### src/core/hsp_pkg.sv
package hsp_pkg;

  // system clock and link clock
  localparam int CLK_PERIOD_NS  = 40;
  localparam int SCLK_PERIOD_NS = 320;
  localparam int SCLK_HALF_CYC  = SCLK_PERIOD_NS / (2 * CLK_PERIOD_NS);

  // spacing between frames and wait for the result buffer
  localparam int FRAME_GAP_US    = 50;
  localparam int FRAME_GAP_CYC   = (FRAME_GAP_US * 1000 + CLK_PERIOD_NS - 1) / CLK_PERIOD_NS;
  localparam int RESULT_FILL_US  = 200;
  localparam int RESULT_FILL_CYC = (RESULT_FILL_US * 1000 + CLK_PERIOD_NS - 1) / CLK_PERIOD_NS;

  // single-wire link timing
  localparam int BREAK_US              = 200;
  localparam int BREAK_CYC             = (BREAK_US * 1000 + CLK_PERIOD_NS - 1) / CLK_PERIOD_NS;
  localparam int BREAK_RECOVERY_TIME_US = 40;
  localparam int BREAK_REC_CYC         =
    (BREAK_RECOVERY_TIME_US * 1000 + CLK_PERIOD_NS - 1) / CLK_PERIOD_NS;
  localparam int HOST_BIT_SLOT_TIME_US = 190;
  localparam int HOST_SLOT_CYC         =
    (HOST_BIT_SLOT_TIME_US * 1000 + CLK_PERIOD_NS - 1) / CLK_PERIOD_NS;
  localparam int HOST_ZERO_LOW_TIME_US = 100;
  localparam int HOST_ZERO_LOW_CYC     =
    (HOST_ZERO_LOW_TIME_US * 1000 + CLK_PERIOD_NS - 1) / CLK_PERIOD_NS;
  localparam int HOST_ONE_LOW_TIME_US  = 20;
  localparam int HOST_ONE_LOW_CYC      =
    (HOST_ONE_LOW_TIME_US * 1000 + CLK_PERIOD_NS - 1) / CLK_PERIOD_NS;
  localparam int BIT_THRESH_US         = 50;
  localparam int BIT_THRESH_CYC        = (BIT_THRESH_US * 1000) / CLK_PERIOD_NS;
  localparam int RX_TIMEOUT_US         = 1000;
  localparam int RX_TIMEOUT_CYC        = (RX_TIMEOUT_US * 1000) / CLK_PERIOD_NS;

  localparam int CNT_W = 16;

  // frame shapes
  localparam logic [4:0] FRAME_BITS_PLAIN = 5'h10;
  localparam logic [4:0] FRAME_BITS_CRC   = 5'h18;
  localparam logic [4:0] SW_CMD_BITS      = 5'h08;
  localparam logic [4:0] SW_XFER_BITS     = 5'h10;
  localparam logic [1:0] MAX_RETRY        = 2'h3;

  // checksum x^8+x^2+x+1
  localparam logic [7:0] CRC_POLY = 8'h07;
  localparam logic [7:0] CRC_INIT = 8'h00;

  // answer patterns
  localparam logic [15:0] NO_DATA          = 16'hffff;
  localparam logic [7:0]  FLAG_UNPOWERED   = 8'hff;
  localparam logic [7:0]  FLAG_CRC_REJECT  = 8'haa;
  localparam logic [7:0]  FLAG_NOT_UPDATED = 8'h00;

  typedef enum logic [3:0] {
    S_IDLE      = 4'h0,
    S_LOAD      = 4'h1,
    S_SPI_SHIFT = 4'h2,
    S_SPI_HOLD  = 4'h3,
    S_SW_BREAK  = 4'h4,
    S_SW_BREC   = 4'h5,
    S_SW_TXLOW  = 4'h6,
    S_SW_TXHIGH = 4'h7,
    S_SW_RXWAIT = 4'h8,
    S_SW_RXLOW  = 4'h9,
    S_EVAL      = 4'ha,
    S_GAP       = 4'hb
  } hsp_state_t;

  typedef enum logic [2:0] {
    ST_OK          = 3'h0,
    ST_UNPOWERED   = 3'h1,
    ST_CRC_REJECT  = 3'h2,
    ST_NOT_UPDATED = 3'h3,
    ST_BAD_CRC     = 3'h4,
    ST_TIMEOUT     = 3'h5
  } hsp_status_t;

endpackage : hsp_pkg

### src/core/hsp_host_ctrl.sv
`timescale 1ns/1ps

module hsp_host_ctrl #(
  parameter int BREAK_CYC       = hsp_pkg::BREAK_CYC,
  parameter int HOST_SLOT_CYC   = hsp_pkg::HOST_SLOT_CYC,
  parameter int RESULT_FILL_CYC = hsp_pkg::RESULT_FILL_CYC,
  parameter int RX_TIMEOUT_CYC  = hsp_pkg::RX_TIMEOUT_CYC
)
(
  input  wire logic        i_clk,
  input  wire logic        i_resetn,
  input  wire logic        i_start,
  input  wire logic        i_single_wire,
  input  wire logic        i_wr,
  input  wire logic [6:0]  i_addr,
  input  wire logic [7:0]  i_wdata,
  input  wire logic        i_crc_en,
  input  wire logic        i_long_wait,
  output logic             o_busy,
  output logic             o_done,
  output logic      [23:0] o_rdata,
  output logic      [2:0]  o_status,
  output logic             o_spi_sclk,
  output logic             o_spi_cs_n,
  output logic             o_spi_mosi,
  input  wire logic        i_spi_miso,
  input  wire logic        i_sw_line_i,
  output logic             o_sw_line_o,
  output logic             o_sw_line_oe
);

  localparam logic [15:0] HALF_LD      = 16'(hsp_pkg::SCLK_HALF_CYC - 1);
  localparam logic [15:0] GAP_LD       = 16'(hsp_pkg::FRAME_GAP_CYC - 1);
  localparam logic [15:0] FILL_LD      = 16'(RESULT_FILL_CYC - 1);
  localparam logic [15:0] BRK_LD       = 16'(BREAK_CYC - 1);
  localparam logic [15:0] BREC_LD      = 16'(hsp_pkg::BREAK_REC_CYC - 1);
  localparam logic [15:0] ZERO_LD      = 16'(hsp_pkg::HOST_ZERO_LOW_CYC - 1);
  localparam logic [15:0] ONE_LD       = 16'(hsp_pkg::HOST_ONE_LOW_CYC - 1);
  localparam logic [15:0] ZERO_REST_LD = 16'(HOST_SLOT_CYC - hsp_pkg::HOST_ZERO_LOW_CYC - 1);
  localparam logic [15:0] ONE_REST_LD  = 16'(HOST_SLOT_CYC - hsp_pkg::HOST_ONE_LOW_CYC - 1);
  localparam logic [15:0] RXTO_LD      = 16'(RX_TIMEOUT_CYC - 1);
  localparam logic [15:0] THRESH       = 16'(hsp_pkg::BIT_THRESH_CYC);

  hsp_pkg::hsp_state_t  state_r;
  hsp_pkg::hsp_status_t status_c;
  logic [15:0] cnt_r;
  logic [4:0]  bit_r;
  logic [1:0]  retry_r;
  logic        again_r;
  logic        timeout_r;
  logic        done_r;
  logic        sclk_r;
  logic        cs_n_r;
  logic        oe_r;
  logic        req_wr_r;
  logic [6:0]  req_addr_r;
  logic [7:0]  req_wdata_r;
  logic        crc_en_r;
  logic        long_r;
  logic        sw_mode_r;
  logic [23:0] tx_r;
  logic [23:0] rx_r;
  logic [23:0] rdata_r;
  logic [2:0]  status_r;
  logic        miso_m_r;
  logic        miso_s_r;
  logic        sw_m_r;
  logic        sw_s_r;
  logic [7:0]  crc_tx;
  logic [7:0]  crc_rx;
  logic        tdone;
  logic        spi_rise;
  logic        spi_fall;
  logic [4:0]  nbits_c;
  logic [23:0] rx_word;
  logic        retry_c;

  hsp_crc8 u_crc_tx
  (
    .i_data ({req_wr_r, req_addr_r, req_wdata_r}),
    .o_crc  (crc_tx)
  );

  hsp_crc8 u_crc_rx
  (
    .i_data (rx_word[23:8]),
    .o_crc  (crc_rx)
  );

  // pin synchronisers
  always_ff @(posedge i_clk or negedge i_resetn)
  begin
    if (!i_resetn)
    begin
      miso_m_r <= 1'b0;
      miso_s_r <= 1'b0;
      sw_m_r   <= 1'b1;
      sw_s_r   <= 1'b1;
    end
    else
    begin
      miso_m_r <= i_spi_miso;
      miso_s_r <= miso_m_r;
      sw_m_r   <= i_sw_line_i;
      sw_s_r   <= sw_m_r;
    end
  end

  assign tdone    = (cnt_r == 16'h0000);
  assign spi_rise = (state_r == hsp_pkg::S_SPI_SHIFT) && tdone && !sclk_r;
  assign spi_fall = (state_r == hsp_pkg::S_SPI_SHIFT) && tdone && sclk_r;
  assign nbits_c  = crc_en_r ? hsp_pkg::FRAME_BITS_CRC : hsp_pkg::FRAME_BITS_PLAIN;
  assign rx_word  = sw_mode_r ? {16'h0000, rx_r[7:0]}
                  : (crc_en_r ? rx_r : {rx_r[15:0], 8'h00});

  // classify the answer of the finished frame
  always_comb
  begin
    status_c = hsp_pkg::ST_OK;
    if (sw_mode_r)
    begin
      if (timeout_r)
        status_c = hsp_pkg::ST_TIMEOUT;
    end
    else if (rx_word[23:8] == hsp_pkg::NO_DATA)
    begin
      if (!crc_en_r || rx_word[7:0] == hsp_pkg::FLAG_UNPOWERED)
        status_c = hsp_pkg::ST_UNPOWERED;
      else if (rx_word[7:0] == hsp_pkg::FLAG_CRC_REJECT)
        status_c = hsp_pkg::ST_CRC_REJECT;
      else if (rx_word[7:0] == hsp_pkg::FLAG_NOT_UPDATED)
        status_c = hsp_pkg::ST_NOT_UPDATED;
      else
        status_c = hsp_pkg::ST_BAD_CRC;
    end
    else if (crc_en_r && rx_word[7:0] != crc_rx)
      status_c = hsp_pkg::ST_BAD_CRC;
  end

  assign retry_c = (status_c == hsp_pkg::ST_UNPOWERED || status_c == hsp_pkg::ST_CRC_REJECT
                 || status_c == hsp_pkg::ST_NOT_UPDATED) && (retry_r != hsp_pkg::MAX_RETRY);

  // sequencing, timing and pin drive
  always_ff @(posedge i_clk or negedge i_resetn)
  begin
    if (!i_resetn)
    begin
      state_r   <= hsp_pkg::S_IDLE;
      cnt_r     <= 16'h0000;
      bit_r     <= 5'h00;
      retry_r   <= 2'h0;
      again_r   <= 1'b0;
      timeout_r <= 1'b0;
      done_r    <= 1'b0;
      sclk_r    <= 1'b0;
      cs_n_r    <= 1'b1;
      oe_r      <= 1'b0;
    end
    else
    begin
      done_r <= 1'b0;
      if (!tdone)
        cnt_r <= cnt_r - 16'h0001;
      unique case (state_r)
        hsp_pkg::S_IDLE:
          if (i_start)
          begin
            state_r <= hsp_pkg::S_LOAD;
            retry_r <= 2'h0;
          end
        hsp_pkg::S_LOAD:
        begin
          bit_r     <= 5'h00;
          timeout_r <= 1'b0;
          if (sw_mode_r)
          begin
            state_r <= hsp_pkg::S_SW_BREAK;
            cnt_r   <= BRK_LD;
            oe_r    <= 1'b1;
          end
          else
          begin
            state_r <= hsp_pkg::S_SPI_SHIFT;
            cnt_r   <= HALF_LD;
            cs_n_r  <= 1'b0;
          end
        end
        hsp_pkg::S_SPI_SHIFT:
          if (tdone)
          begin
            cnt_r  <= HALF_LD;
            sclk_r <= ~sclk_r;
            if (sclk_r)
            begin
              bit_r <= bit_r + 5'h01;
              if (bit_r == nbits_c - 5'h01)
                state_r <= hsp_pkg::S_SPI_HOLD;
            end
          end
        hsp_pkg::S_SPI_HOLD:
          if (tdone)
          begin
            cs_n_r  <= 1'b1;
            state_r <= hsp_pkg::S_EVAL;
          end
        hsp_pkg::S_SW_BREAK:
          if (tdone)
          begin
            oe_r    <= 1'b0;
            cnt_r   <= BREC_LD;
            state_r <= hsp_pkg::S_SW_BREC;
          end
        hsp_pkg::S_SW_BREC:
          if (tdone)
          begin
            oe_r    <= 1'b1;
            cnt_r   <= tx_r[0] ? ONE_LD : ZERO_LD;
            state_r <= hsp_pkg::S_SW_TXLOW;
          end
        hsp_pkg::S_SW_TXLOW:
          if (tdone)
          begin
            oe_r    <= 1'b0;
            cnt_r   <= tx_r[0] ? ONE_REST_LD : ZERO_REST_LD;
            state_r <= hsp_pkg::S_SW_TXHIGH;
          end
        hsp_pkg::S_SW_TXHIGH:
          if (tdone)
          begin
            bit_r <= bit_r + 5'h01;
            if (bit_r == hsp_pkg::SW_CMD_BITS - 5'h01 && !req_wr_r)
            begin
              state_r <= hsp_pkg::S_SW_RXWAIT;
              cnt_r   <= RXTO_LD;
            end
            else if (bit_r == hsp_pkg::SW_XFER_BITS - 5'h01)
              state_r <= hsp_pkg::S_EVAL;
            else
            begin
              oe_r    <= 1'b1;
              cnt_r   <= tx_r[1] ? ONE_LD : ZERO_LD;
              state_r <= hsp_pkg::S_SW_TXLOW;
            end
          end
        hsp_pkg::S_SW_RXWAIT:
          if (!sw_s_r)
          begin
            state_r <= hsp_pkg::S_SW_RXLOW;
            cnt_r   <= 16'h0000;
          end
          else if (tdone)
          begin
            timeout_r <= 1'b1;
            state_r   <= hsp_pkg::S_EVAL;
          end
        hsp_pkg::S_SW_RXLOW:
          if (sw_s_r)
          begin
            bit_r <= bit_r + 5'h01;
            if (bit_r == hsp_pkg::SW_XFER_BITS - 5'h01)
              state_r <= hsp_pkg::S_EVAL;
            else
            begin
              state_r <= hsp_pkg::S_SW_RXWAIT;
              cnt_r   <= RXTO_LD;
            end
          end
          else if (cnt_r == RXTO_LD)
          begin
            timeout_r <= 1'b1;
            state_r   <= hsp_pkg::S_EVAL;
          end
          else
            cnt_r <= cnt_r + 16'h0001;
        hsp_pkg::S_EVAL:
        begin
          state_r <= hsp_pkg::S_GAP;
          cnt_r   <= long_r ? FILL_LD : GAP_LD;
          again_r <= retry_c;
          if (retry_c)
            retry_r <= retry_r + 2'h1;
          else
            done_r <= 1'b1;
        end
        hsp_pkg::S_GAP:
          if (tdone)
            state_r <= again_r ? hsp_pkg::S_LOAD : hsp_pkg::S_IDLE;
        default:
          state_r <= hsp_pkg::S_IDLE;
      endcase
    end
  end

  // request latch and shift registers
  always_ff @(posedge i_clk or negedge i_resetn)
  begin
    if (!i_resetn)
    begin
      req_wr_r    <= 1'b0;
      req_addr_r  <= 7'h00;
      req_wdata_r <= 8'h00;
      crc_en_r    <= 1'b0;
      long_r      <= 1'b0;
      sw_mode_r   <= 1'b0;
      tx_r        <= 24'h000000;
      rx_r        <= 24'h000000;
    end
    else
    begin
      if (state_r == hsp_pkg::S_IDLE && i_start)
      begin
        req_wr_r    <= i_wr;
        req_addr_r  <= i_addr;
        req_wdata_r <= i_wdata;
        crc_en_r    <= i_crc_en;
        long_r      <= i_long_wait;
        sw_mode_r   <= i_single_wire;
      end
      if (state_r == hsp_pkg::S_LOAD)
      begin
        rx_r <= 24'h000000;
        if (sw_mode_r)
          tx_r <= {8'h00, req_wdata_r, req_wr_r, req_addr_r};
        else
          tx_r <= {req_wr_r, req_addr_r, req_wdata_r, crc_tx};
      end
      else if (spi_fall)
        tx_r <= {tx_r[22:0], 1'b0};
      else if (state_r == hsp_pkg::S_SW_TXHIGH && tdone)
        tx_r <= {1'b0, tx_r[23:1]};
      if (spi_rise)
        rx_r <= {rx_r[22:0], miso_s_r};
      else if (state_r == hsp_pkg::S_SW_RXLOW && sw_s_r)
        rx_r[7:0] <= {(cnt_r < THRESH), rx_r[7:1]};
    end
  end

  // result of a finished request
  always_ff @(posedge i_clk or negedge i_resetn)
  begin
    if (!i_resetn)
    begin
      rdata_r  <= 24'h000000;
      status_r <= 3'h0;
    end
    else if (state_r == hsp_pkg::S_EVAL)
    begin
      rdata_r  <= rx_word;
      status_r <= status_c;
    end
  end

  assign o_busy       = (state_r != hsp_pkg::S_IDLE);
  assign o_done       = done_r;
  assign o_rdata      = rdata_r;
  assign o_status     = status_r;
  assign o_spi_sclk   = sclk_r;
  assign o_spi_cs_n   = cs_n_r;
  assign o_spi_mosi   = tx_r[23];
  assign o_sw_line_o  = 1'b0;
  assign o_sw_line_oe = oe_r;

  // checking helpers
  logic        sclk_d_r;
  logic [4:0]  rise_cnt_r;
  logic [15:0] gap_cnt_r;
  logic [15:0] low_cnt_r;

  always_ff @(posedge i_clk or negedge i_resetn)
  begin
    if (!i_resetn)
    begin
      sclk_d_r   <= 1'b0;
      rise_cnt_r <= 5'h00;
      gap_cnt_r  <= 16'hffff;
      low_cnt_r  <= 16'h0000;
    end
    else
    begin
      sclk_d_r <= sclk_r;
      if (cs_n_r)
        rise_cnt_r <= 5'h00;
      else if (sclk_r && !sclk_d_r)
        rise_cnt_r <= rise_cnt_r + 5'h01;
      if (!cs_n_r)
        gap_cnt_r <= 16'h0000;
      else if (gap_cnt_r != 16'hffff)
        gap_cnt_r <= gap_cnt_r + 16'h0001;
      low_cnt_r <= oe_r ? low_cnt_r + 16'h0001 : 16'h0000;
    end
  end
endmodule : hsp_host_ctrl

### src/core/hsp_crc8.sv
`timescale 1ns/1ps

module hsp_crc8
(
  input  wire logic [15:0] i_data,
  output logic      [7:0]  o_crc
);

  // msb first over both bytes
  always_comb
  begin
    logic [7:0] c;
    c = hsp_pkg::CRC_INIT;
    for (int i = 15; i >= 0; i--)
    begin
      if (c[7] ^ i_data[i])
        c = {c[6:0], 1'b0} ^ hsp_pkg::CRC_POLY;
      else
        c = {c[6:0], 1'b0};
    end
    o_crc = c;
  end

endmodule : hsp_crc8

### config.mk
export PLATFORM = sky130hd
export DESIGN_NAME = hsp_host_ctrl
export DESIGN_NICKNAME = d
export VERILOG_FILES = /design/src/core/hsp_pkg.sv /design/src/core/hsp_host_ctrl.sv /design/src/core/hsp_crc8.sv
export SDC_FILE = /design/constraint.sdc
export NUM_CORES = 1
export LEC_CHECK = 0
export ABC_AREA = 1
export BUFFER_PORTS_ARGS = -buffer_cell sky130_fd_sc_hd__buf_2
export CORE_UTILIZATION = 40
export CTS_CLUSTER_DIAMETER = 120
export CTS_CLUSTER_SIZE = 20
export DETAILED_ROUTE_END_ITERATION = 6
export GPL_ROUTABILITY_DRIVEN = 0
export HOLD_SLACK_MARGIN = 0.06
export PLACE_DENSITY_LB_ADDON = 0.2
export REMOVE_ABC_BUFFERS = 1
export SETUP_SLACK_MARGIN = 0.4
export SLEW_MARGIN = 20
export SYNTH_ARGS = -nofsm -noshare
export SYNTH_HDL_FRONTEND = slang
export SYNTH_SLANG_ARGS = --single-unit
### constraint.sdc
create_clock -name i_clk -period 4.1 [get_ports i_clk]
set_clock_uncertainty 0.1 [all_clocks]
set_input_delay 0.82 -clock i_clk [delete_from_list [all_inputs] [get_ports i_clk]]
set_output_delay 0.82 -clock i_clk [all_outputs]
set_load 0.01 [all_outputs]
# Yosys cells after proc, flatten, opt, wreduce, memory -nomap -nowiden
# Index checks and enable logic that the tools add are counted.
dict set report op_classes {
  add_sub_neg 5
  multipliers 0
  div 0
  magnitude_cmp 1
  n_eq_ne 45
  n_shift 0
  muxes 110
  n_bitwise 61
  n_reduce_logical 35
}
# operator n
set ops {}
lappend ops {{$mux 16} 13}
lappend ops {{$mux 24} 7}
lappend ops {{$pmux 16 s9} 1}
lappend ops {{$mux 3} 40}
lappend ops {{$not 3->3} 30}
lappend ops {{$mux 4} 16}
lappend ops {{$pmux 4 s12} 1}
lappend ops {{$ne 2x2->1 const B} 20}
lappend ops {{$mux 13} 3}
lappend ops {{$mux 12} 2}
lappend ops {{$mux 5} 4}
lappend ops {{$pmux 5 s4} 1}
lappend ops {{$xor 1x1->1} 20}
lappend ops {{$add 16x1->16 const B} 1}
lappend ops {{$eq 16x15->1 const B} 1}
lappend ops {{$eq 16x16->1 const B} 1}
lappend ops {{$eq 4x3->1 const B} 4}
lappend ops {{$eq 4x4->1 const B} 4}
lappend ops {{$eq 8x8->1 const B} 2}
lappend ops {{$logic_not 16->1} 1}
lappend ops {{$lt 16x11->1 const B} 1}
lappend ops {{$mux 8} 2}
lappend ops {{$sub 16x1->16 const B} 1}
lappend ops {{$mux 1} 13}
lappend ops {{34 further kinds} 68}
dict set report word_totals {
  register_bits 131
  latch_bits 0
  ram_bits 0
  romBits 0
  wordCells 282
  n_memories 0
}

# Logic depth before layout (Yosys ltp)
# Gate-level depths: netlist of the first run.
dict set report depth {
  word_depth 44
  ltp_mapped 25
  ltp_nobuf 24
}

# Cells and area by module
# Synthesis of the first run repeated with hierarchy kept, for this count alone.
dict set report unflattened {
  hier_cells 1325
  area_unflattened_um2 9075.0
}
# mod n_inst cells_each area_per_inst_um2
set modules_own_cells {}
lappend modules_own_cells {hsp_host_ctrl 1 1111 7946.4}
lappend modules_own_cells {hsp_crc8 2 107 564.3}

# Least setup slack after synthesis of the first run
# No wires, ideal clock.
dict set report synth_path {
  path_type {flip-flop to flip-flop}
  from {reg crc_en_r}
  to {reg status_r[2], in the netlist o_status[2]}
  t_arrival_ps 2326
  required_ps 3882
  slack_ps 1556
  path_stages_with_launch 24
  n_path_buf 2
  period_less_slack_ps 2544
  path_cell_list {dfrtp_1 > buf_6 > buf_4 > nand3_1 > nand2_1 > ha_1 > inv_1 > nand3_1 > nand3_1 > nand2_1 > nand2_1 > nand2_1 > nand2_1 > nand2_1 > nor2_1 > nor2_1 > nand2_1 > nand2_1 > inv_1 > nand3_1 > nand2_1 > nand2_1 > nand2_1 > nand2_1}
}
dict set report synth_between {
  elab_chain_len 19
}
# item line_no
set synth_rtl {}
lappend synth_rtl {{start: declaration} hsp_host_ctrl.sv:58} ;# logic crc_en_r;
lappend synth_rtl {{start signal: assignment} hsp_host_ctrl.sv:315} ;# crc_en_r <= i_crc_en;
lappend synth_rtl {{$mux 24 *} hsp_host_ctrl.sv:114} ;# : (crc_en_r ? rx_r : {rx_r[15:0], 8'h00});
lappend synth_rtl {{$mux 24 *} hsp_host_ctrl.sv:113} ;# assign rx_word = sw_mode_r ? {16'h0000, rx_r[7:0]}
lappend synth_rtl {{via rx_word[22]} hsp_host_ctrl.sv:75} ;# logic [23:0] rx_word;
lappend synth_rtl {{$xor 1x1->1} hsp_crc8.sv:16} ;# if (c[7] ^ i_data[i])
lappend synth_rtl {{$mux 3} hsp_crc8.sv:16}
lappend synth_rtl {{$not 3->3 (no line)} --}
lappend synth_rtl {{$mux 3} hsp_crc8.sv:16}
lappend synth_rtl {{$not 3->3 (no line)} --}
lappend synth_rtl {{[... 4 more ...]} --}
lappend synth_rtl {{$mux 3} hsp_crc8.sv:16}
lappend synth_rtl {{$not 3->3 (no line)} --}
lappend synth_rtl {{$mux 3} hsp_crc8.sv:16}
lappend synth_rtl {{$ne 8x8->1} hsp_host_ctrl.sv:136} ;# else if (crc_en_r && rx_word[7:0] != crc_rx)
lappend synth_rtl {{$logic_and 1x1->1} hsp_host_ctrl.sv:136}
lappend synth_rtl {{$mux 3} hsp_host_ctrl.sv:136}
lappend synth_rtl {{$mux 3 *} hsp_host_ctrl.sv:125} ;# else if (rx_word[23:8] == hsp_pkg::NO_DATA)
lappend synth_rtl {{$mux 3 *} hsp_host_ctrl.sv:120} ;# if (sw_mode_r)
lappend synth_rtl {{end signal: assignment} hsp_host_ctrl.sv:349} ;# status_r <= status_c;
lappend synth_rtl {{end: declaration} hsp_host_ctrl.sv:64} ;# logic [2:0] status_r;
# The timed path passes the listed nets; every way through them passes the cells marked *.
# A chain may end at the register's enable or synchronous reset.

# Worst setup path in the final report of the first run
dict set report layout_path {
  from {reg sw_mode_r}
  to {reg status_r[2], in the netlist o_status[2]}
}
dict set report layout_between {
  elab_chain_len 18
}
# item line_no
set layout_rtl {}
lappend layout_rtl {{start: declaration} hsp_host_ctrl.sv:60} ;# logic sw_mode_r;
lappend layout_rtl {{start signal: assignment} hsp_host_ctrl.sv:317} ;# sw_mode_r <= i_single_wire;
lappend layout_rtl {{$mux 24 *} hsp_host_ctrl.sv:113}
lappend layout_rtl {{via rx_word[22]} hsp_host_ctrl.sv:75}
lappend layout_rtl {{$xor 1x1->1} hsp_crc8.sv:16}
lappend layout_rtl {{$mux 3} hsp_crc8.sv:16}
lappend layout_rtl {{$not 3->3 (no line)} --}
lappend layout_rtl {{$mux 3} hsp_crc8.sv:16}
lappend layout_rtl {{$not 3->3 (no line)} --}
lappend layout_rtl {{$mux 3} hsp_crc8.sv:16}
lappend layout_rtl {{[... 3 more ...]} --}
lappend layout_rtl {{$mux 3} hsp_crc8.sv:16}
lappend layout_rtl {{$not 3->3 (no line)} --}
lappend layout_rtl {{$mux 3} hsp_crc8.sv:16}
lappend layout_rtl {{$ne 8x8->1} hsp_host_ctrl.sv:136}
lappend layout_rtl {{$logic_and 1x1->1} hsp_host_ctrl.sv:136}
lappend layout_rtl {{$mux 3} hsp_host_ctrl.sv:136}
lappend layout_rtl {{$mux 3 *} hsp_host_ctrl.sv:125}
lappend layout_rtl {{$mux 3 *} hsp_host_ctrl.sv:120}
# Marks and branches as above.

==> results.json, run 1 <==
{
  "outcome": "completed",
  "grt_pass1_wl_um": 42350,
  "intPower_uw": 3748,
  "cts-root-buf": "clkbuf_16",
  "r2r_slack_ns": 0.88,
  "critical_path.startpoint": "sw_mode_r",
  "first_iter_violations": 844,
  "syn-mean-instance-area_um2": 7.057,
  "initial_core_util_pct": 41.31,
  "via_count": 8676,
  "cp.buffers_inverters": 3,
  "grt_util_all_layers_pct": 24.01,
  "drv_slew": 0,
  "synth-main-ff-cell": "dfrtp_1",
  "first_global_vias": 8292,
  "power_uw": 6805,
  "dp_hpwl_um": 18520,
  "cts_htree_levels": 4,
  "ys_seq_elements": 131,
  "hold_start": "miso_m_r",
  "cp_slowest_cell": "dfrtp_1",
  "antenna_found_initial": 0,
  "drc_errors": 0,
  "cts_setup_buffers": 0,
  "r2r_start": "sw_mode_r",
  "crit_type": "reg -> reg",
  "die_y_um": 150.3,
  "fin_crit_sh_pct": 78.64,
  "overflow": 0,
  "synth-edff-count": 0,
  "p_sw_uw": 3057,
  "r2r_cells": 22,
  "cts_hold_buf": 0,
  "crit_top_cell": "nand2_1",
  "path_delay_family": "simple AND/OR/NAND/NOR gates",
  "cp-endpoint": "o_status[2]",
  "syn-cell-area_um2": 8793,
  "startpoint_type": "flop",
  "layout.nets": 1322,
  "hold_path.class": "reg -> reg",
  "clock_latency_ns": 0.44,
  "die_w_um": 150.3,
  "core_um2": 21290,
  "totalWireLength_um": 25540,
  "ant_nets": 0,
  "clockBufferDepth": 2,
  "num_antenna_cells": 0,
  "syn_inst": 1246,
  "p_leak_uw": 0.004808,
  "combPwrFrac_pct": 46.2,
  "power.share.switching_pct": 44.92,
  "setup_ws_ns": 0.8757,
  "slowest_delay_ns": 0.73,
  "reg2reg_to": "o_status[2]",
  "rsz0062_at_grt": "no",
  "vdd_ir_drop_max_uv": 423.6,
  "min_period_ns": 3.224,
  "wl_per_cell_um": 16.18,
  "synth_warnings": 0,
  "crit_required_ns": 4.32,
  "ios": 58,
  "ys_types": 57,
  "end_kind": "flop",
  "cts_buffers": 17,
  "die-area_um2": 22580,
  "timing.fmax_mhz": 310.1,
  "path_depth": 22,
  "clock-sinks": 131,
  "yosysSeqAreaShare_pct": 37.32,
  "drive_above_1_share_pct": 12.28,
  "hold_violations": 0,
  "std_cell_rows": 53,
  "clk_pin_slew_ns": 0.06,
  "ctsResizeCount": 0,
  "cp.arrival_ns": 3.44,
  "setup_viol": 0,
  "viasPerCell": 5.498,
  "grt_max_degree": 82,
  "max-slew-margin-rel_pct": 30.72,
  "first_pass_iters": 6,
  "p_clk_share_pct": 23.8,
  "drv_cap": 0,
  "synthArstFlopShare_pct": 100.0,
  "fill_cells": 2147,
  "tritoncts": "done",
  "cp_max_fo": 35,
  "power.density_nw_per_um2": 687.9,
  "p_seq_share_pct": 30.0,
  "place_ws_ns": 0.9185,
  "synthToLayoutAreaGrowth_pct": 12.51,
  "io_buffers": 56,
  "tightest_slew_ns": 1.037,
  "cp_cell_sequence": "inv_6 -> nand3_1 -> nand2_1 -> ha_1 -> inv_1 -> nand3_1 -> nand3_1 -> nand2_1 -> nand2_1 -> nand2_1 -> nand2_1 -> nand2_1 -> nor2_1 -> nor2_1 -> nand2_1 -> nand2_1 -> inv_1 -> nand3_1 -> nand2_1 -> nand2_1 -> nand2_1 -> nand2_1",
  "fin_setup_tns_ns": 0
}
-- power by group through the flow --
stage          sequential [uW]  combinational, uW  clock [uW]
5_1_grt                   2080               3540        1710
4_1_cts                   2030               3110        1640
3_3_place_gp              2050               3070           0
3_5_place_dp              2050               3090           0
6_report                  2040               3140        1620
2_1_floorplan             1940               2430           0
-- final cells by class --
cell class / instances / area (um2) / area share [%]
Sequential cell: 131 / 3282 / 33.17
Clock buffer: 18 / 429.2 / 4.338
Timing Repair Buffer: 67 / 381.6 / 3.857
Tap cell: 275 / 344.1 / 3.478
Multi-Input combinational cell: 906 / 4644 / 46.95
Clock inverter: 14 / 177.7 / 1.796
Inverter: 167 / 634.4 / 6.412
-- flip-flops by register name, indices dropped and copies added (netlist names), 2 cells and up --
name,count
o_rdata,24
bit_r,5
o_status,3
tx_r,24
cnt_r,16
retry_r,2
req_addr_r,7
req_wdata_r,8
state_r,4
rx_r,24
-- cell usage after synthesis, types with 4 or more instances --
cell	count	area, um2
nand4_1	16	100.1
inv_2	21	78.83
nand2_2	7	43.79
o221ai_1	10	87.58
nand3_1	94	470.5
o2111ai_1	6	52.55
buf_2	11	55.05
o21ai_0	89	445.4
nor2_2	4	25.02
clkbuf_1	19	71.32
mux2_2	9	101.4
nand2_1	331	1242
o21ai_1	4	20.02
o211ai_1	15	112.6
dfrtp_1	128	3203
buf_4	5	37.54
ha_1	8	100.1
o22ai_1	20	125.1
buf_6	6	67.56
nor3_1	12	60.06
nor4_1	12	75.07
nor2_1	117	439.2
a31oi_1	12	75.07
inv_1	143	536.8
xor2_1	28	245.2
a22oi_1	5	37.54
a21oi_1	52	260.3
xnor2_1	15	131.4
-- kinds of logic after synthesis --
logic type	share of synthesized area [%]
xor gates and xnor gates	4.283
buffers and inverters	9.889
AOI/OAI and AO/OA	16.15
and+or+nand+nor	29.91
adders and majority gates	1.138
DFF	37.32
other	0.04265
muxes	1.266
-- metrics by stage --
| stage | std cells | cell area (um2) | hold slack, ns | utilization [%] |
|---|---|---|---|---|
| global route | 1578 | 9893 | 0.2631 | 46.48 |
| CTS | 1578 | 9893 | 0.2561 | 46.48 |
| floorplan | 1204 | 8558 | 0.2312 | - |
| finish | 1578 | 9893 | 0.2534 | 46.48 |
| detailed placement | 1546 | 9286 | 0.2418 | 43.63 |
| global placement | 1546 | 9286 | 0.2356 | 43.63 |
-- cell usage in the layout (no fill, tap or decap), types with 3 or more instances in the layout --
cell / n
a211oi_1: 3
a21oi_1: 52
a22oi_1: 5
a31oi_1: 12
buf_2: 55
buf_4: 10
bufinv_16: 3
clkbuf_16: 17
clkinvlp_4: 4
dfrtp_1: 128
dfstp_2: 3
ha_1: 8
inv_1: 143
inv_2: 21
inv_6: 5
mux2_2: 9
nand2_1: 330
nand2_2: 8
nand3_1: 94
nand4_1: 16
nor2_1: 117
nor2_2: 4
nor3_1: 12
nor3b_1: 3
nor4_1: 12
nor4_2: 3
o2111ai_1: 6
o211ai_1: 15
o21a_1: 3
o21ai_0: 89
o21ai_1: 4
o221ai_1: 10
o22ai_1: 20
o31ai_1: 3
xnor2_1: 15
xor2_1: 28
-- worst min path at each step --
stage / endpoint / slack, ns / depth (start not counted)
after global placement: miso_s_r / 0.24 / 0
after detailed placement: miso_s_r / 0.24 / 0
after global routing: miso_s_r / 0.26 / 0
after CTS: miso_s_r / 0.26 / 0
after floorplan: miso_s_r / 0.23 / 0
final: miso_s_r / 0.25 / 0
-- per-layer routing --
layer,track usage (%),vias up,wire length (um),share of wire [%]
li1,-,4221,-,-
met1,31.85,4077,11680,46
met2,38.00,328,11660,46
met3,5.394,50,1580,6.2
met4,9.040,0,611,2.4
met5,0,-,0,0
Power figures use the tool's default switching activity.
==> run 2: changes to the inputs <==
ABC_AREA = 0   (was 1)
clock period = 3.15 ns   (was 4.1 ns; I/O delays follow)
==> run 2 against run 1 <==
- core utilization is 2.7 points higher
- wire length about the same
- synthesized cell count fell by 16%
- critical path depth is 15 lower
- global-route usage down 0.52 points
- via count down 7.1%
- combinational power increased by 70%
- cell count down 10%
- clock-buffer cell count fell by 1
- area after synthesis shrank 0.73%
==> results.json, run 2 <==
{
  "crit_type": "reg -> reg",
  "cp.arrival_ns": 3.00,
  "end_kind": "flop",
  "die_y_um": 149.7,
  "syn_inst": 1052,
  "cts_buffers": 17,
  "fin_setup_tns_ns": 0,
  "first_pass_iters": 7,
  "syn-mean-instance-area_um2": 8.298,
  "crit_required_ns": 3.41,
  "p_leak_uw": 0.004568,
  "die-area_um2": 22420,
  "multi_input_area_um2": 5187,
  "ys_seq_elements": 131,
  "num_antenna_cells": 0,
  "clockBufferDepth": 2,
  "startpoint_type": "flop",
  "overflow": 0,
  "yosysMostFrequentCell": "nand2_1",
  "drive_above_1_share_pct": 21.58,
  "register_area_um2": 3296,
  "final_util_pct": 49.20,
  "die_w_um": 149.7,
  "yosys.area.top_type_share_pct": 36.69,
  "rsz0062_at_grt": "yes",
  "ant_nets": 0,
  "layout.nets": 1159,
  "final_cell_mix": "161 x nand2_1, 117 x dfrtp_1, 90 x o21ai_0",
  "via_count": 8062,
  "antenna_found_initial": 0,
  "wl_per_cell_um": 18.05,
  "io_buffers": 56,
  "first_iter_violations": 910,
  "ios": 58,
  "grt_max_degree": 75,
  "syn-cell-area_um2": 8730,
  "yosysTopAreaCell": "dfrtp_1",
  "tritoncts": "done",
  "cp_max_fo": 18,
  "std_cell_rows": 53,
  "min_period_ns": 2.744,
  "fill_cells": 2071,
  "ys_types": 71,
  "synthToLayoutAreaGrowth_pct": 19.59,
  "totalWireLength_um": 25540,
  "grt_util_all_layers_pct": 23.49,
  "yosysSeqAreaShare_pct": 37.59,
  "hold_path.class": "in -> async",
  "initial_core_util_pct": 41.14,
  "drc_errors": 0,
  "cts_htree_levels": 4,
  "synthArstFlopShare_pct": 100.0,
  "vdd_ir_drop_max_uv": 581.8,
  "synth.area.top_cells": "dfrtp_1 37%, xnor2_1 7.4%, nand2_1 7.0%",
  "hold_violations": 0,
  "timing.fmax_mhz": 364.5,
  "clock-sinks": 131,
  "clk_pin_slew_ns": 0.06,
  "grt_pass1_wl_um": 40890,
  "synth-main-ff-cell": "dfrtp_1",
  "clock_latency_ns": 0.43,
  "dp_hpwl_um": 17950,
  "first_global_vias": 7450,
  "setup_viol": 0,
  "final_common_cell": "nand2_1",
  "ys_top_cells_by_count": "162 x nand2_1, 128 x dfrtp_1, 92 x o21ai_0",
  "synth_warnings": 0,
  "viasPerCell": 5.698,
  "drv_cap": 0,
  "tightest_slew_ns": 0.7062,
  "fin_crit_sh_pct": 87.10,
  "power.density_nw_per_um2": 968.9,
  "core_um2": 21220,
  "synth-edff-count": 0,
  "drv_slew": 0,
  "cts-root-buf": "clkbuf_16",
  "max-slew-margin-rel_pct": 52.92,
  "outcome": "completed"
}
[run 2: power breakdown]
part | switching (uW) | internal, uW | total [uW]
sequential | 659 | 2160 | 2820
combinational | 2940 | 2410 | 5340
clock | 849 | 1110 | 1950
[run 2: layer usage]
metal / GRT usage, % / up-vias / part of all wire (%)
met4: 6.465 / 0 / 1.8
met1: 35.28 / 3823 / 48
met2: 34.07 / 337 / 44
met3: 4.329 / 51 / 6.8
met5: 0 / - / 0
li1: - / 3851 / -
[run 2: area by class of cell]
cell class              instances  share of cell area [%]
inverters                      17                  0.6472
flip-flops and latches        131                   31.57
multi-input cells             817                   49.69
repair buffers                143                   9.312
clock buffers                  17                   4.075
clock inverters                15                   1.414
well taps                     275                   3.296
[run 2: timing repair]
action                     4_1_cts  5_1_grt
setup endpoints to repair        6       34
hold buffers                     0        0
buffers inserted                 8       15
resized for setup                9       42
gates cloned                     0        0
pin swaps                        1       15
[run 2: logic make-up after synthesis]
| family | after synthesis | share of synthesized area [%] |
|---|---|---|
| muxes | 59 | 7.066 |
| and+or+nand+nor | 382 | 20.37 |
| other | 1 | 0.04296 |
| adders and majority gates | 8 | 1.147 |
| buffers and inverters | 104 | 4.945 |
| DFF | 131 | 37.59 |
| xor gates and xnor gates | 103 | 10.49 |
| AOI/OAI and AO/OA | 264 | 18.35 |
[run 2: critical path: stages (launching register included)]
cell and delay (ns):
dfrtp_1 0.77, nand2_1 0.35, nor2_1 0.38, nand2_1 0.17, a2111oi_1 0.54, buf_4 0.19
a31oi_1 0.04, nor2_1 0.12
[run 2: worst paths after layout]
check | cells after the start | from | to | slack, ns
min reg2reg | 0 | miso_m_r | miso_s_r | 0.25
min in group i_clk | 1 | i_spi_miso | miso_m_r | 0.20
max | 7 | state_r[3] | rx_r[7] | 0.41
min | 1 | i_resetn | o_rdata[11] | 0.11
max reg2reg | 7 | state_r[3] | rx_r[7] | 0.41
max in group asynchronous | 2 | i_resetn | req_addr_r[5] | 2.05
[run 2: stage by stage]
step                hold slack [ns]  worst slack, ns  std cells  total power, uW  cell area (um2)
finish                       0.1073           0.4062       1415            10110            10440
global route                 0.1677           0.3195       1415            10820            10440
CTS                          0.1344           0.4052       1400             9864            10150
detailed placement           0.2420           0.2949       1360             7805             9494
global placement             0.2349           0.3864       1360             7768             9494
floorplan                    0.2312          -0.9890        965             6232             8362
==> run 3: changes to the inputs <==
CORE_UTILIZATION = 62   (was 40)
==> run 3 against run 2 <==
- sequential power is 2% higher
- first-iteration DRC count is 26% higher
- sequential share of layout area is 1.3 points higher
- clock-buffer cell count is 7 higher
- register-to-register slack hardly changed
- via count is 1.8% higher
- die area is 35% lower
- largest cell class unchanged
- largest power group unchanged
==> results.json, run 3 (synthesized netlist as in run 2, its figures left out) <==
{
  "outcome": "completed",
  "drc_errors": 0,
  "fin_crit_sh_pct": 87.04,
  "fin_setup_tns_ns": 0,
  "crit_required_ns": 3.34,
  "fill_cells": 1001,
  "power.density_nw_per_um2": 992.2,
  "core_um2": 13510,
  "antenna_found_initial": 0,
  "totalWireLength_um": 23990,
  "tightest_slew_ns": 0.5925,
  "cts_hold_buf": 0,
  "tritoncts": "done",
  "drive_above_1_share_pct": 18.33,
  "hold_path.class": "in -> async",
  "end_kind": "flop",
  "setup_viol": 0,
  "grt_pass1_wl_um": 38430,
  "hold_violations": 0,
  "p_leak_uw": 0.004436,
  "rsz0062_at_grt": "no",
  "crit_top_cell": "xnor2_2",
  "met2_length_um": 10940,
  "timing.fmax_mhz": 364.7,
  "ant_nets": 0,
  "io_buffers": 56,
  "drv_slew": 0,
  "viasPerCell": 6.422,
  "clk_pin_slew_ns": 0.06,
  "setup_ws_ns": 0.4083,
  "place_inst": 1236,
  "clock_latency_ns": 0.43,
  "grt_max_degree": 65,
  "first_iter_violations": 1148,
  "cp.buffers_inverters": 0,
  "synthToLayoutAreaGrowth_pct": 14.99,
  "die_w_um": 120.7,
  "std_cell_rows": 42,
  "met1Wirelength_um": 9908,
  "cts_buffers": 17,
  "final_util_pct": 74.33,
  "crit_type": "reg -> reg",
  "place_ws_ns": 0.2021,
  "grt_util_all_layers_pct": 33.58,
  "path_delay_family": "simple AND/OR/NAND/NOR gates",
  "initial_core_util_pct": 64.64,
  "cp.arrival_ns": 2.93,
  "max-slew-margin-rel_pct": 60.50,
  "dp_hpwl_um": 15930,
  "first_pass_iters": 6,
  "slowest_delay_ns": 0.56,
  "wl_per_cell_um": 18.77,
  "cp_slowest_cell": "dfrtp_4",
  "cp_max_fo": 8,
  "min_period_ns": 2.742,
  "layout.nets": 1121,
  "die_y_um": 120.7,
  "instances_no_fill": 1278,
  "drv_cap": 0,
  "via_count": 8207,
  "overflow": 0,
  "cts_htree_levels": 4,
  "final_cell_mix": "162 x nand2_1, 118 x dfrtp_1, 90 x o21ai_0",
  "clock-sinks": 131,
  "cts-root-buf": "clkbuf_16",
  "wl_met3_um": 2310,
  "ios": 58,
  "clockBufferDepth": 2,
  "power_uw": 9960,
  "startpoint_type": "flop",
  "cp_cell_sequence": "mux2i_1 -> nor2_1 -> ha_1 -> xnor2_2 -> xnor2_2 -> xor2_1 -> or3b_2 -> o211ai_1 -> a31oi_1",
  "first_global_vias": 7706,
  "final_common_cell": "nand2_1",
  "top_layer": "met4",
  "die-area_um2": 14560,
  "vdd_ir_drop_max_uv": 740.8,
  "num_antenna_cells": 0
}
run 3: cell types whose count changed in the layout (fill, tap and decap cells not counted), moves of 3 or more:
cell / before / now
clkinvlp_4: 7 / 2
buf_4: 83 / 43
clkbuf_1: 0 / 4
inv_6: 7 / 1
clkbuf_8: 0 / 3
run 3: area by class of cell:
cell class / count / area (um2) / share of cell area, %
multi-input combinational: 817 / 5156 / 51.36
sequential: 131 / 3297 / 32.84
clock buffer: 24 / 481.7 / 4.799
timing repair buffer: 105 / 716.9 / 7.142
clock inverter: 8 / 102.6 / 1.022
inverter: 17 / 63.81 / 0.6357
tap: 176 / 220.2 / 2.194
run 3: repair_timing:
action                     4_1_cts  5_1_grt
setup endpoints to repair       27       48
gates resized for setup         11       30
pin swaps                        2        7
cloned                           0        1
buffers inserted                 3        6
run 3: where the power goes:
| part | total (uW) | internal (uW) | switching, uW | leakage (uW) |
|---|---|---|---|---|
| clock | 1970 | 1230 | 738 | 0.000281 |
| combinational | 5120 | 2270 | 2850 | 0.00245 |
| sequential | 2870 | 2160 | 707 | 0.00170 |
run 3: routing by layer:
| metal | vias up | track usage [%] |
|---|---|---|
| li1 | 3773 | - |
| met4 | 0 | 14.74 |
| met2 | 533 | 50.90 |
| met3 | 95 | 8.868 |
| met5 | - | 0 |
| met1 | 3806 | 45.23 |
run 3: path summary, 6_finish.rpt:
check | from | end | slack, ns | cells after the start
setup / recovery | crc_en_r | o_status[2] | 0.41 | 9
min in group i_clk | i_sw_line_i | sw_m_r | 0.20 | 1
setup reg to reg | crc_en_r | o_status[2] | 0.41 | 9
max in group asynchronous | i_resetn | o_spi_cs_n | 2.08 | 2
hold reg to reg | miso_m_r | miso_s_r | 0.25 | 0
hold / removal | i_resetn | o_rdata[13] | 0.09 | 1
run 3: per-stage QoR:
step | cell area [um2] | hold slack (ns)
floorplan | 8362 | 0.2312
global placement | 9208 | 0.2335
detailed placement | 9208 | 0.2363
CTS | 9853 | 0.1062
global route | 10040 | 0.1402
finish | 10040 | 0.09062
